<file path="config.mk">
export PLATFORM = sky130hd
export DESIGN_NAME = dth_host_steering
export DESIGN_NICKNAME = d
export VERILOG_FILES = /design/src/pkg/dth_pkg.sv /design/src/pkg/dth_bus_if.sv /design/src/logic/dth_sync.sv /design/src/logic/dth_host_port.sv /design/src/logic/dth_host_steering.sv
export SDC_FILE = /design/constraint.sdc
export NUM_CORES = 1
export LEC_CHECK = 0
export ABC_AREA = 0
export BUFFER_PORTS_ARGS = -buffer_cell sky130_fd_sc_hd__buf_2
export CORE_MARGIN = 10
export CORE_UTILIZATION = 63
export CTS_CLUSTER_DIAMETER = 80
export CTS_CLUSTER_SIZE = 30
export DETAILED_ROUTE_END_ITERATION = 16
export GPL_ROUTABILITY_DRIVEN = 0
export GPL_TIMING_DRIVEN = 0
export PLACE_DENSITY = 0.84
export SYNTH_ARGS = -nofsm -noshare
export SYNTH_HDL_FRONTEND = slang
export SYNTH_SLANG_ARGS = --single-unit
</file>
<file path="constraint.sdc">
create_clock -name clk_sys -period 7.05 [get_ports clk_sys]
set_input_delay 1.41 -clock clk_sys [delete_from_list [all_inputs] [get_ports clk_sys]]
set_output_delay 1.41 -clock clk_sys [all_outputs]
set_load 0.03 [all_outputs]
</file>
<file path="src/pkg/dth_pkg.sv">
// Package for the tone transceiver host steering block.
// Assumes a single 20 MHz system clock domain.
package dth_pkg;
	localparam int unsigned CLK_HZ          = 20000000;
	localparam int unsigned OSC_HZ          = 3579545;
	// Latch settle delay before the delayed steering flag rises
	localparam int unsigned SETTLE_NS       = 500;
	localparam int unsigned SETTLE_CYC      = (SETTLE_NS * (CLK_HZ / 1000000) + 999) / 1000;
	// Burst and pause lengths in ms
	localparam int unsigned BURST_MS        = 50;
	localparam int unsigned BURST_CYC       = BURST_MS * (CLK_HZ / 1000);
	// Oscillator ticks per burst or pause; kept in 32 bits by dividing last
	localparam int unsigned BURST_TICKS     = BURST_MS * OSC_HZ / 1000;
	// Control register A fields
	localparam int unsigned CRA_TONE_EN     = 0;
	localparam int unsigned CRA_IRQ_EN      = 2;
	localparam int unsigned CRA_CP_MODE     = 1;
	localparam int unsigned CRA_BURST_EN    = 3;
	// Control register B fields
	localparam int unsigned CRB_SINGLE      = 0;
	localparam int unsigned CRB_COLUMN      = 1;
	localparam int unsigned CRB_SEL_B       = 2;
	// Status bits
	localparam int unsigned ST_IRQ          = 0;
	localparam int unsigned ST_TX_EMPTY     = 1;
	localparam int unsigned ST_RX_FULL      = 2;
	localparam int unsigned ST_DSTEER       = 3;
	localparam logic [3:0]  CRA_RESET       = 4'h0;
	localparam logic [3:0]  CRB_RESET       = 4'h0;
	localparam logic [3:0]  DATA_RESET      = 4'h0;
	typedef enum logic [1:0] {
		SEL_TXD,
		SEL_RXD,
		SEL_CTRL,
		SEL_STAT
	} dth_sel_t;
	typedef enum logic [1:0] {
		GEN_IDLE,
		GEN_BURST,
		GEN_PAUSE
	} dth_gen_t;
endpackage

</file>
<file path="src/pkg/dth_bus_if.sv">
// Carrier between the host port decoder and the core.
// Assumes all signals sit on clk_sys.
`timescale 1ns/1ps
interface dth_bus_if;
	import dth_pkg::*;
	logic       wrStb;
	logic       rdStb;
	dth_sel_t   sel;
	logic [3:0] wrData;
	modport port (output wrStb, output rdStb, output sel, output wrData);
	modport core (input wrStb, input rdStb, input sel, input wrData);
endinterface

</file>
<file path="src/logic/dth_sync.sv">
// Two flip-flop synchroniser for pins entering clk_sys.
// Assumes an asynchronous active-high reset.
`timescale 1ns/1ps
module dth_sync #(
	parameter int W = 1
) (
	input  wire logic         clk_sys,
	input  wire logic         rst,
	input  wire logic [W-1:0] din,
	output logic      [W-1:0] dout
);
	logic [W-1:0] meta_q;
	always_ff @(posedge clk_sys or posedge rst) begin
		if (rst) begin
			meta_q <= '0;
			dout   <= '0;
		end else begin
			meta_q <= din;
			dout   <= meta_q;
		end
	end
endmodule

</file>
<file path="src/logic/dth_host_port.sv">
// Host nibble bus decoder: turns the falling phase clock edges into strobes.
// Assumes the host pins already passed the synchroniser.
`timescale 1ns/1ps
module dth_host_port
	import dth_pkg::*;
(
	input  wire logic  clk_sys,
	input  wire logic  rst,
	input  wire logic  chipSelN,
	input  wire logic  readNotWrite,
	input  wire logic  registerSelectBit,
	input  wire logic  phaseClk,
	input  wire logic  [3:0] nibbleIn,
	dth_bus_if.port    bus
);
	logic phase_q;
	wire  sel      = ~chipSelN;
	wire  fall     = phase_q & ~phaseClk;
	always_ff @(posedge clk_sys or posedge rst) begin
		if (rst) phase_q <= 1'b0;
		else phase_q <= phaseClk;
	end
	// Writes are taken at the end of the phase, when host data is stable
	assign bus.wrStb  = sel & fall & ~readNotWrite;
	assign bus.rdStb  = sel & fall & readNotWrite;
	assign bus.wrData = nibbleIn;
	// Select bit low picks the data pair, high picks control and status
	assign bus.sel = registerSelectBit ? (readNotWrite ? SEL_STAT : SEL_CTRL)
	                                   : (readNotWrite ? SEL_RXD : SEL_TXD);
endmodule

</file>
<file path="src/logic/dth_host_steering.sv">
// Top of the host steering block: host nibble port, steering, tone timing.
// Assumes the analog detector supplies a digit and valid level, and the
// tone synthesiser takes row and column enables from here.
`timescale 1ns/1ps
module dth_host_steering
	import dth_pkg::*;
(
	input  wire logic       clk_sys,
	input  wire logic       rst,
	input  wire logic       chipSelN,
	input  wire logic       readNotWrite,
	input  wire logic       registerSelectBit,
	input  wire logic       phaseClk,
	input  wire logic [3:0] hostNibbleBusIn,
	output logic      [3:0] hostNibbleBusOut,
	output logic            hostNibbleBusOe,
	output logic            interruptToneOutOut,
	output logic            interruptToneOutOe,
	input  wire logic       toneValid,
	input  wire logic [3:0] detectDigit,
	input  wire logic       cpPassband,
	output logic            earlyDetect,
	input  wire logic       steeringIn,
	output logic            guardOut,
	output logic            guardOutOe,
	input  wire logic       oscillatorIn,
	output logic            toneRowEn,
	output logic            toneColEn,
	output logic      [3:0] toneCode,
	output logic            callProgressMode
);
	logic [3:0] pinSync;
	logic [2:0] anaSync;
	logic [3:0] nibSync;
	logic       cs;
	logic       rw;
	logic       rsel;
	logic       ph;
	logic       valid;
	logic       stLvl;
	logic       cpIn;
	logic       osc;

	dth_sync #(.W(4)) uSyncPins (
		.clk_sys (clk_sys),
		.rst     (rst),
		.din     ({chipSelN, readNotWrite, registerSelectBit, phaseClk}),
		.dout    (pinSync)
	);
	dth_sync #(.W(3)) uSyncAna (
		.clk_sys (clk_sys),
		.rst     (rst),
		.din     ({steeringIn, cpPassband, oscillatorIn}),
		.dout    (anaSync)
	);
	dth_sync #(.W(4)) uSyncNib (
		.clk_sys (clk_sys),
		.rst     (rst),
		.din     (hostNibbleBusIn),
		.dout    (nibSync)
	);
	// Cs reset value of zero would select the chip; sync resets to 0 but
	// strobes also need a phase edge, which cannot occur right at reset.
	assign {cs, rw, rsel, ph} = pinSync;
	assign {stLvl, cpIn, osc} = anaSync;
	assign valid = toneValid;

	dth_bus_if bus ();
	dth_host_port uPort (
		.clk_sys           (clk_sys),
		.rst               (rst),
		.chipSelN          (cs),
		.readNotWrite      (rw),
		.registerSelectBit (rsel),
		.phaseClk          (ph),
		.nibbleIn          (nibSync),
		.bus               (bus)
	);

	logic [3:0] ctrlA_q;
	logic [3:0] ctrlB_q;
	logic       selB_q;
	logic [3:0] txData_q;
	logic [3:0] rxData_q;
	logic       rxFull_q;
	logic       txEmpty_q;
	logic       dsteer_q;
	logic       irqFlag_q;
	logic       stPrev_q;
	logic       armed_q;
	logic [7:0] settle_q;
	logic       settling_q;
	logic [3:0] rdData_q;
	logic       rdHold_q;
	logic       genDone;

	wire cpMode  = ctrlA_q[CRA_CP_MODE];
	wire irqEn   = ctrlA_q[CRA_IRQ_EN];
	wire esValid = valid & ~cpMode;
	wire stRise  = stLvl & ~stPrev_q;
	wire regPair = stRise & armed_q & ~cpMode;
	wire settled = settling_q && (settle_q == 8'(SETTLE_CYC));
	// Strobe aimed at one register of the map
	function automatic logic hits(input logic stb, input dth_sel_t s, input dth_sel_t want);
		return stb && (s == want);
	endfunction
	wire statRd  = hits(bus.rdStb, bus.sel, SEL_STAT);
	wire rxRd    = hits(bus.rdStb, bus.sel, SEL_RXD);
	wire txWrite = hits(bus.wrStb, bus.sel, SEL_TXD);
	wire ctrlWr  = hits(bus.wrStb, bus.sel, SEL_CTRL);
	wire ctrlAWr = ctrlWr & ~selB_q;
	wire ctrlBWr = ctrlWr & selB_q;
	wire [3:0] status = {dsteer_q, rxFull_q, txEmpty_q, irqFlag_q};

	assign earlyDetect = esValid;
	assign guardOut    = esValid;
	// Drive the steering node while steering stands above threshold or a valid pair is seen outside CP mode
	assign guardOutOe  = stLvl | esValid;
	assign callProgressMode = cpMode;

	always_ff @(posedge clk_sys or posedge rst) begin
		if (rst) begin
			stPrev_q <= 1'b0;
			armed_q  <= 1'b1;
		end else begin
			stPrev_q <= stLvl;
			if (regPair) armed_q <= 1'b0;
			else if (~stLvl) armed_q <= 1'b1;
		end
	end

	always_ff @(posedge clk_sys or posedge rst) begin
		if (rst) begin
			rxData_q   <= DATA_RESET;
			settling_q <= 1'b0;
			settle_q   <= '0;
		end else begin
			if (regPair) begin
				rxData_q   <= detectDigit;
				settling_q <= 1'b1;
				settle_q   <= '0;
			end else if (settled) begin
				settling_q <= 1'b0;
			end else if (settling_q) begin
				settle_q <= settle_q + 8'h01;
			end
		end
	end

	// Set wins over the read clear on rx full and irq, and over the steering-low clear on delayed steering
	wire  dsteerSet = settled;
	wire  dsteerClr = ~stLvl;
	wire  rxFullClr = rxRd;
	wire  irqSet    = settled | genDone;
	wire  irqClr    = statRd;
	logic dsteer_d;
	logic rxFull_d;
	logic irqFlag_d;
	assign dsteer_d  = dsteerSet | (dsteer_q & ~dsteerClr);
	assign rxFull_d  = dsteerSet | (rxFull_q & ~rxFullClr);
	assign irqFlag_d = irqSet | (irqFlag_q & ~irqClr);
	always_ff @(posedge clk_sys or posedge rst) begin
		if (rst) begin
			dsteer_q  <= 1'b0;
			rxFull_q  <= 1'b0;
			irqFlag_q <= 1'b0;
		end else begin
			dsteer_q  <= dsteer_d;
			rxFull_q  <= rxFull_d;
			irqFlag_q <= irqFlag_d;
		end
	end

	// Bit3 of a control A write alone steers the next control write to B,
	// since B resets with all of its bits clear and could not open itself
	always_ff @(posedge clk_sys or posedge rst) begin
		if (rst) begin
			ctrlA_q  <= CRA_RESET;
			ctrlB_q  <= CRB_RESET;
			selB_q   <= 1'b0;
			txData_q <= DATA_RESET;
		end else begin
			if (txWrite) txData_q <= bus.wrData;
			if (ctrlAWr) ctrlA_q <= bus.wrData;
			if (ctrlBWr) ctrlB_q <= bus.wrData;
			if (ctrlAWr) selB_q <= bus.wrData[CRA_BURST_EN];
			else if (ctrlBWr) selB_q <= 1'b0;
		end
	end

	// Read data is registered every cycle, not held; the enable lags the selected read phase by one cycle
	wire [3:0] rdNext = (bus.sel == SEL_STAT) ? status : rxData_q;
	always_ff @(posedge clk_sys or posedge rst) begin
		if (rst) begin
			rdData_q <= 4'h0;
			rdHold_q <= 1'b0;
		end else begin
			rdHold_q <= ~cs & ph & rw;
			rdData_q <= rdNext;
		end
	end
	assign hostNibbleBusOut = rdData_q;
	assign hostNibbleBusOe  = rdHold_q & ~cs & ph;

	// Tone timing ticks from oscillator edges; phase clock plays no part
	logic        oscPrev_q;
	logic [23:0] burst_q;
	logic [23:0] burst_d;
	dth_gen_t    gen_q;
	dth_gen_t    gen_d;
	logic        txEmpty_d;
	wire oscTick   = osc & ~oscPrev_q;
	wire burstMode = ctrlA_q[CRA_BURST_EN];
	wire cntZero   = (burst_q == 24'h000000);
	wire phaseEnd  = oscTick & cntZero;
	assign genDone = (gen_q == GEN_PAUSE) && phaseEnd;

	// Zero is a counted tick too, so the load is one short of the length
	function automatic logic [23:0] burst_reload();
		return 24'(BURST_TICKS - 1);
	endfunction

	always_comb begin
		gen_d     = gen_q;
		burst_d   = burst_q;
		txEmpty_d = txEmpty_q;
		case (gen_q)
			GEN_IDLE: begin
				if (txWrite & burstMode) begin
					gen_d     = GEN_BURST;
					burst_d   = burst_reload();
					txEmpty_d = 1'b0;
				end
			end
			GEN_BURST: begin
				if (phaseEnd) begin
					gen_d   = GEN_PAUSE;
					burst_d = burst_reload();
				end else if (oscTick) begin
					burst_d = burst_q - 24'h000001;
				end
			end
			GEN_PAUSE: begin
				if (phaseEnd) begin
					gen_d     = GEN_IDLE;
					txEmpty_d = 1'b1;
				end else if (oscTick) begin
					burst_d = burst_q - 24'h000001;
				end
			end
			default: gen_d = GEN_IDLE;
		endcase
	end

	always_ff @(posedge clk_sys or posedge rst) begin
		if (rst) begin
			oscPrev_q <= 1'b0;
			gen_q     <= GEN_IDLE;
			burst_q   <= '0;
			txEmpty_q <= 1'b1;
		end else begin
			oscPrev_q <= osc;
			gen_q     <= gen_d;
			burst_q   <= burst_d;
			txEmpty_q <= txEmpty_d;
		end
	end

	wire toneOn = ctrlA_q[CRA_TONE_EN] & (~burstMode | (gen_q == GEN_BURST));
	wire single = ctrlB_q[CRB_SINGLE];
	always_ff @(posedge clk_sys or posedge rst) begin
		if (rst) begin
			toneRowEn <= 1'b0;
			toneColEn <= 1'b0;
			toneCode  <= 4'h0;
		end else begin
			toneCode  <= txData_q;
			toneRowEn <= toneOn & (~single | ~ctrlB_q[CRB_COLUMN]);
			toneColEn <= toneOn & (~single | ctrlB_q[CRB_COLUMN]);
		end
	end

	// Interrupt pin, when IRQ enabled: pulled low on flag, or follows passband wave in CP mode
	wire  cpWave   = cpMode & irqEn;
	wire  irqLevel = irqEn & (dsteer_q | irqFlag_q);
	logic irqPull_q;
	always_ff @(posedge clk_sys or posedge rst) begin
		if (rst) irqPull_q <= 1'b0;
		else if (cpWave) irqPull_q <= ~cpIn;
		else irqPull_q <= irqLevel;
	end
	assign interruptToneOutOut = 1'b0;
	assign interruptToneOutOe  = irqPull_q;
endmodule

</file>
==> reports/qor.yml <==
hold_path.class: "flip-flop to flip-flop"
setup_viol: 0
p_switching_uw: 643.4
routedWlPerCell_um: 16.89
vias: 2898
cts_buffers: 9
cp-start-kind: "input pin"
ys.flop_type: "dfrtp_1"
postCtsSetupBuffers: 0
synth_edf_count: 0
p_int_uw: 1075
netlist.area_leader.share_pct: 57.09
grt_pass1_wl_um: 13490
wirelength_um: 8109
worstSetupEndpointType: "output pin"
num_rows: 28
final_cells: 480
grt_max_degree: 59
die_area_um2: 9827
rsz0062_at_grt: "false"
clk_latency_ns: 0.35
yosys_warnings: 0
vias_per_cell: 6.038
initial_core_util_pct: 65.85
drtIter0Drc: 254
dpl.hpwl_um: 5722
critPathRequiredTime_ns: 5.64
cts_sinks: 92
syn_avg_cell_area_um2: 11.11
slowest_delay_ns: 0.28
drtAntennaViolNets: 0
status: "completed"
worst_pin_slew_ns: 0.9610
period_share_pct: 49.88
final_cell_mix: "90 x dfrtp_1, 35 x buf_2, 33 x nand2_1"
first_pass_iters: 5
finalWorstSetupSlack_ns: 3.534
slew_violations: 0
grt_pass1_vias: 2878
power_frac_comb_pct: 33.2
finClkSkew_ns: 0.007964
path_clk_slew_ns: 0.08
grt_use_total_pct: 16.46
fin_tns_setup_ns: 0
fmax_mhz: 284.4
dpl_cell_area_um2: 4234
ys_top_cells_by_area: "dfrtp_1 57%, mux2_2 4.9%, nand2_1 3.1%"
design_area_um2: 4466
cts_tree: "yes"
critPathKind: "input pin to output pin"
synth.cell_area_um2: 3945
syn_nets: 379
worstPathArrival_ns: 2.11
vdd_drop_max_v: 0.0002550
yosysTopAreaCell: "dfrtp_1"
netlist_instances: 355
cts_max_level: 3
placed_cells: 464
pwr-share-seq_pct: 43.7
nets: 424
slew_headroom_pct: 35.63
ys_seq_elements: 92
final_hold_viol_count: 0
sw_frac_of_total_pct: 37.45
globalRouteOverflowTotal: 0
crit_fanout: 3
syn_to_final_growth_pct: 13.19
fillerInstances: 385
io_pins: 35
min_period_ns: 3.516
maxCapViolCount: 0
final_common_cell: "dfrtp_1"
io_buffers: 33
post_cts_resized: 0
p_clk_share_pct: 23.1
drive_gt1_share_pct: 21.48
grt_antenna_before_repair: 0
ys_seq_area_share_pct: 58.42
antenna_cells: 0
clock_path_buffers: 2
power_density_nw_per_um2: 384.7
holdBufCountCts: 0
die_h_um: 99.13
cp_common_cell: "buf_2"
dp_slack_ns: 3.535
cts_root_buffer: "clkbuf_8"
drcViolationCount: 0
core-area_um2: 5991
synthArstFlopShare_pct: 100.0
worstPathCellList: "buf_2 -> nor2b_1 -> or2_2 -> buf_2"
cpMaxStageDelayCell: "or2_2"
synth.distinct_cells: 59
total_leakage_power_uw: 0.002004
die-width_um: 99.13
==> path summary, 6_finish.rpt <==
kind | slack (ns) | startpoint | cells after the start | end
setup / recovery | 3.53 | toneValid | 4 | guardOutOe
hold / removal | 0.35 | uSyncPins.meta_q[3] | 0 | uSyncPins.dout[3]
setup reg to reg | 4.20 | uSyncPins.dout[0] | 5 | burst_q[11]
hold reg to reg | 0.35 | uSyncPins.meta_q[3] | 0 | uSyncPins.dout[3]
max in group asynchronous | 5.31 | rst | 3 | txEmpty_q
min in group asynchronous | 1.08 | rst | 2 | burst_q[3]
==> registers in the layout, indices dropped and copies added (netlist names), 2 cells and up <==
signal and flops:
burst_q 24, settle_q 8, ctrlA_q 4, hostNibbleBusOut 4, rxData_q 4, toneCode 4, txData_q 4, uSyncNib.dout 4
uSyncNib.meta_q 4, uSyncPins.dout 4, uSyncPins.meta_q 4, uSyncAna.dout 3, uSyncAna.meta_q 3, ctrlB_q 2, gen_q 2
==> logic make-up after synthesis <==
logic type / after synthesis / synth area share [%]
simple gates: 124 / 16.71
flops: 92 / 58.42
compound gates: 80 / 13.16
buf+inv: 27 / 3.013
mux: 18 / 5.138
xor+xnor: 7 / 1.554
fa+ha+maj: 6 / 1.903
other cells: 1 / 0.09506
==> per-layer routing <==
layer / global-route usage [%] / vias up / routed length, um / share of wire (%)
met3: 4.360 / 9 / 448 / 5.5
li1: - / 1362 / - / -
met2: 26.85 / 102 / 4032 / 50
met4: 5.292 / 0 / 70 / 0.86
met1: 20.85 / 1425 / 3557 / 44
met5: 0 / - / 0 / 0
==> cell usage after synthesis (all sizes together), types with 2 or more instances <==
cell type and count:
or3b 2, ha 6, dfstp 2, o211ai 2, or2 5, and3 2, a32oi 3, o21ai 16
or3 8, buf 5, nor2 27, a21oi 24, nand2 33, clkbuf 8, dfrtp 90, nor4 3
xor2 6, or4b 2, a31oi 13, o22a 4, o31a 2, o31ai 2, and3b 2, inv 14
o311ai 3, nor2b 2, mux2 18, or4 6, nand4 4, nor3 15, nand3 4, nand2b 4
a2bb2oi 2
==> layout make-up <==
| type | instances | area, um^2 | share of cell area (%) |
|---|---|---|---|
| buffer | 13 | 66.31 | 1.485 |
| clock buffer | 10 | 137.6 | 3.082 |
| clock inverter | 6 | 93.84 | 2.101 |
| inverter | 14 | 55.05 | 1.233 |
| multi-input combinational | 236 | 1521 | 34.07 |
| sequential | 92 | 2305 | 51.61 |
| tap | 75 | 93.84 | 2.101 |
| timing repair buffer | 34 | 192.7 | 4.315 |
==> stage by stage <==
| step | hold WS, ns | util [%] | power (uW) |
|---|---|---|---|
| after floorplan | 0.3312 | - | 1161 |
| after global routing | 0.3649 | 74.54 | 1823 |
| after global placement | 0.3315 | 70.18 | 1290 |
| after detailed placement | 0.3347 | 70.68 | 1321 |
| final | 0.3516 | 74.54 | 1718 |
| after CTS | 0.3547 | 74.54 | 1719 |
==> worst max-delay path, delay by kind of cell <==
family	cells	cell delay (ns)
and+or+nand+nor	2	0.43
buffers and inverters	2	0.27
==> power groups by stage <==
stage / logic, uW / clock network, uW / registers (uW)
after floorplan: 390 / 0 / 772
after global placement: 542 / 0 / 749
after detailed placement: 565 / 0 / 757
after CTS: 567 / 404 / 748
after global routing: 630 / 426 / 767
final: 571 / 396 / 750
(Power assumes the default switching activity.)
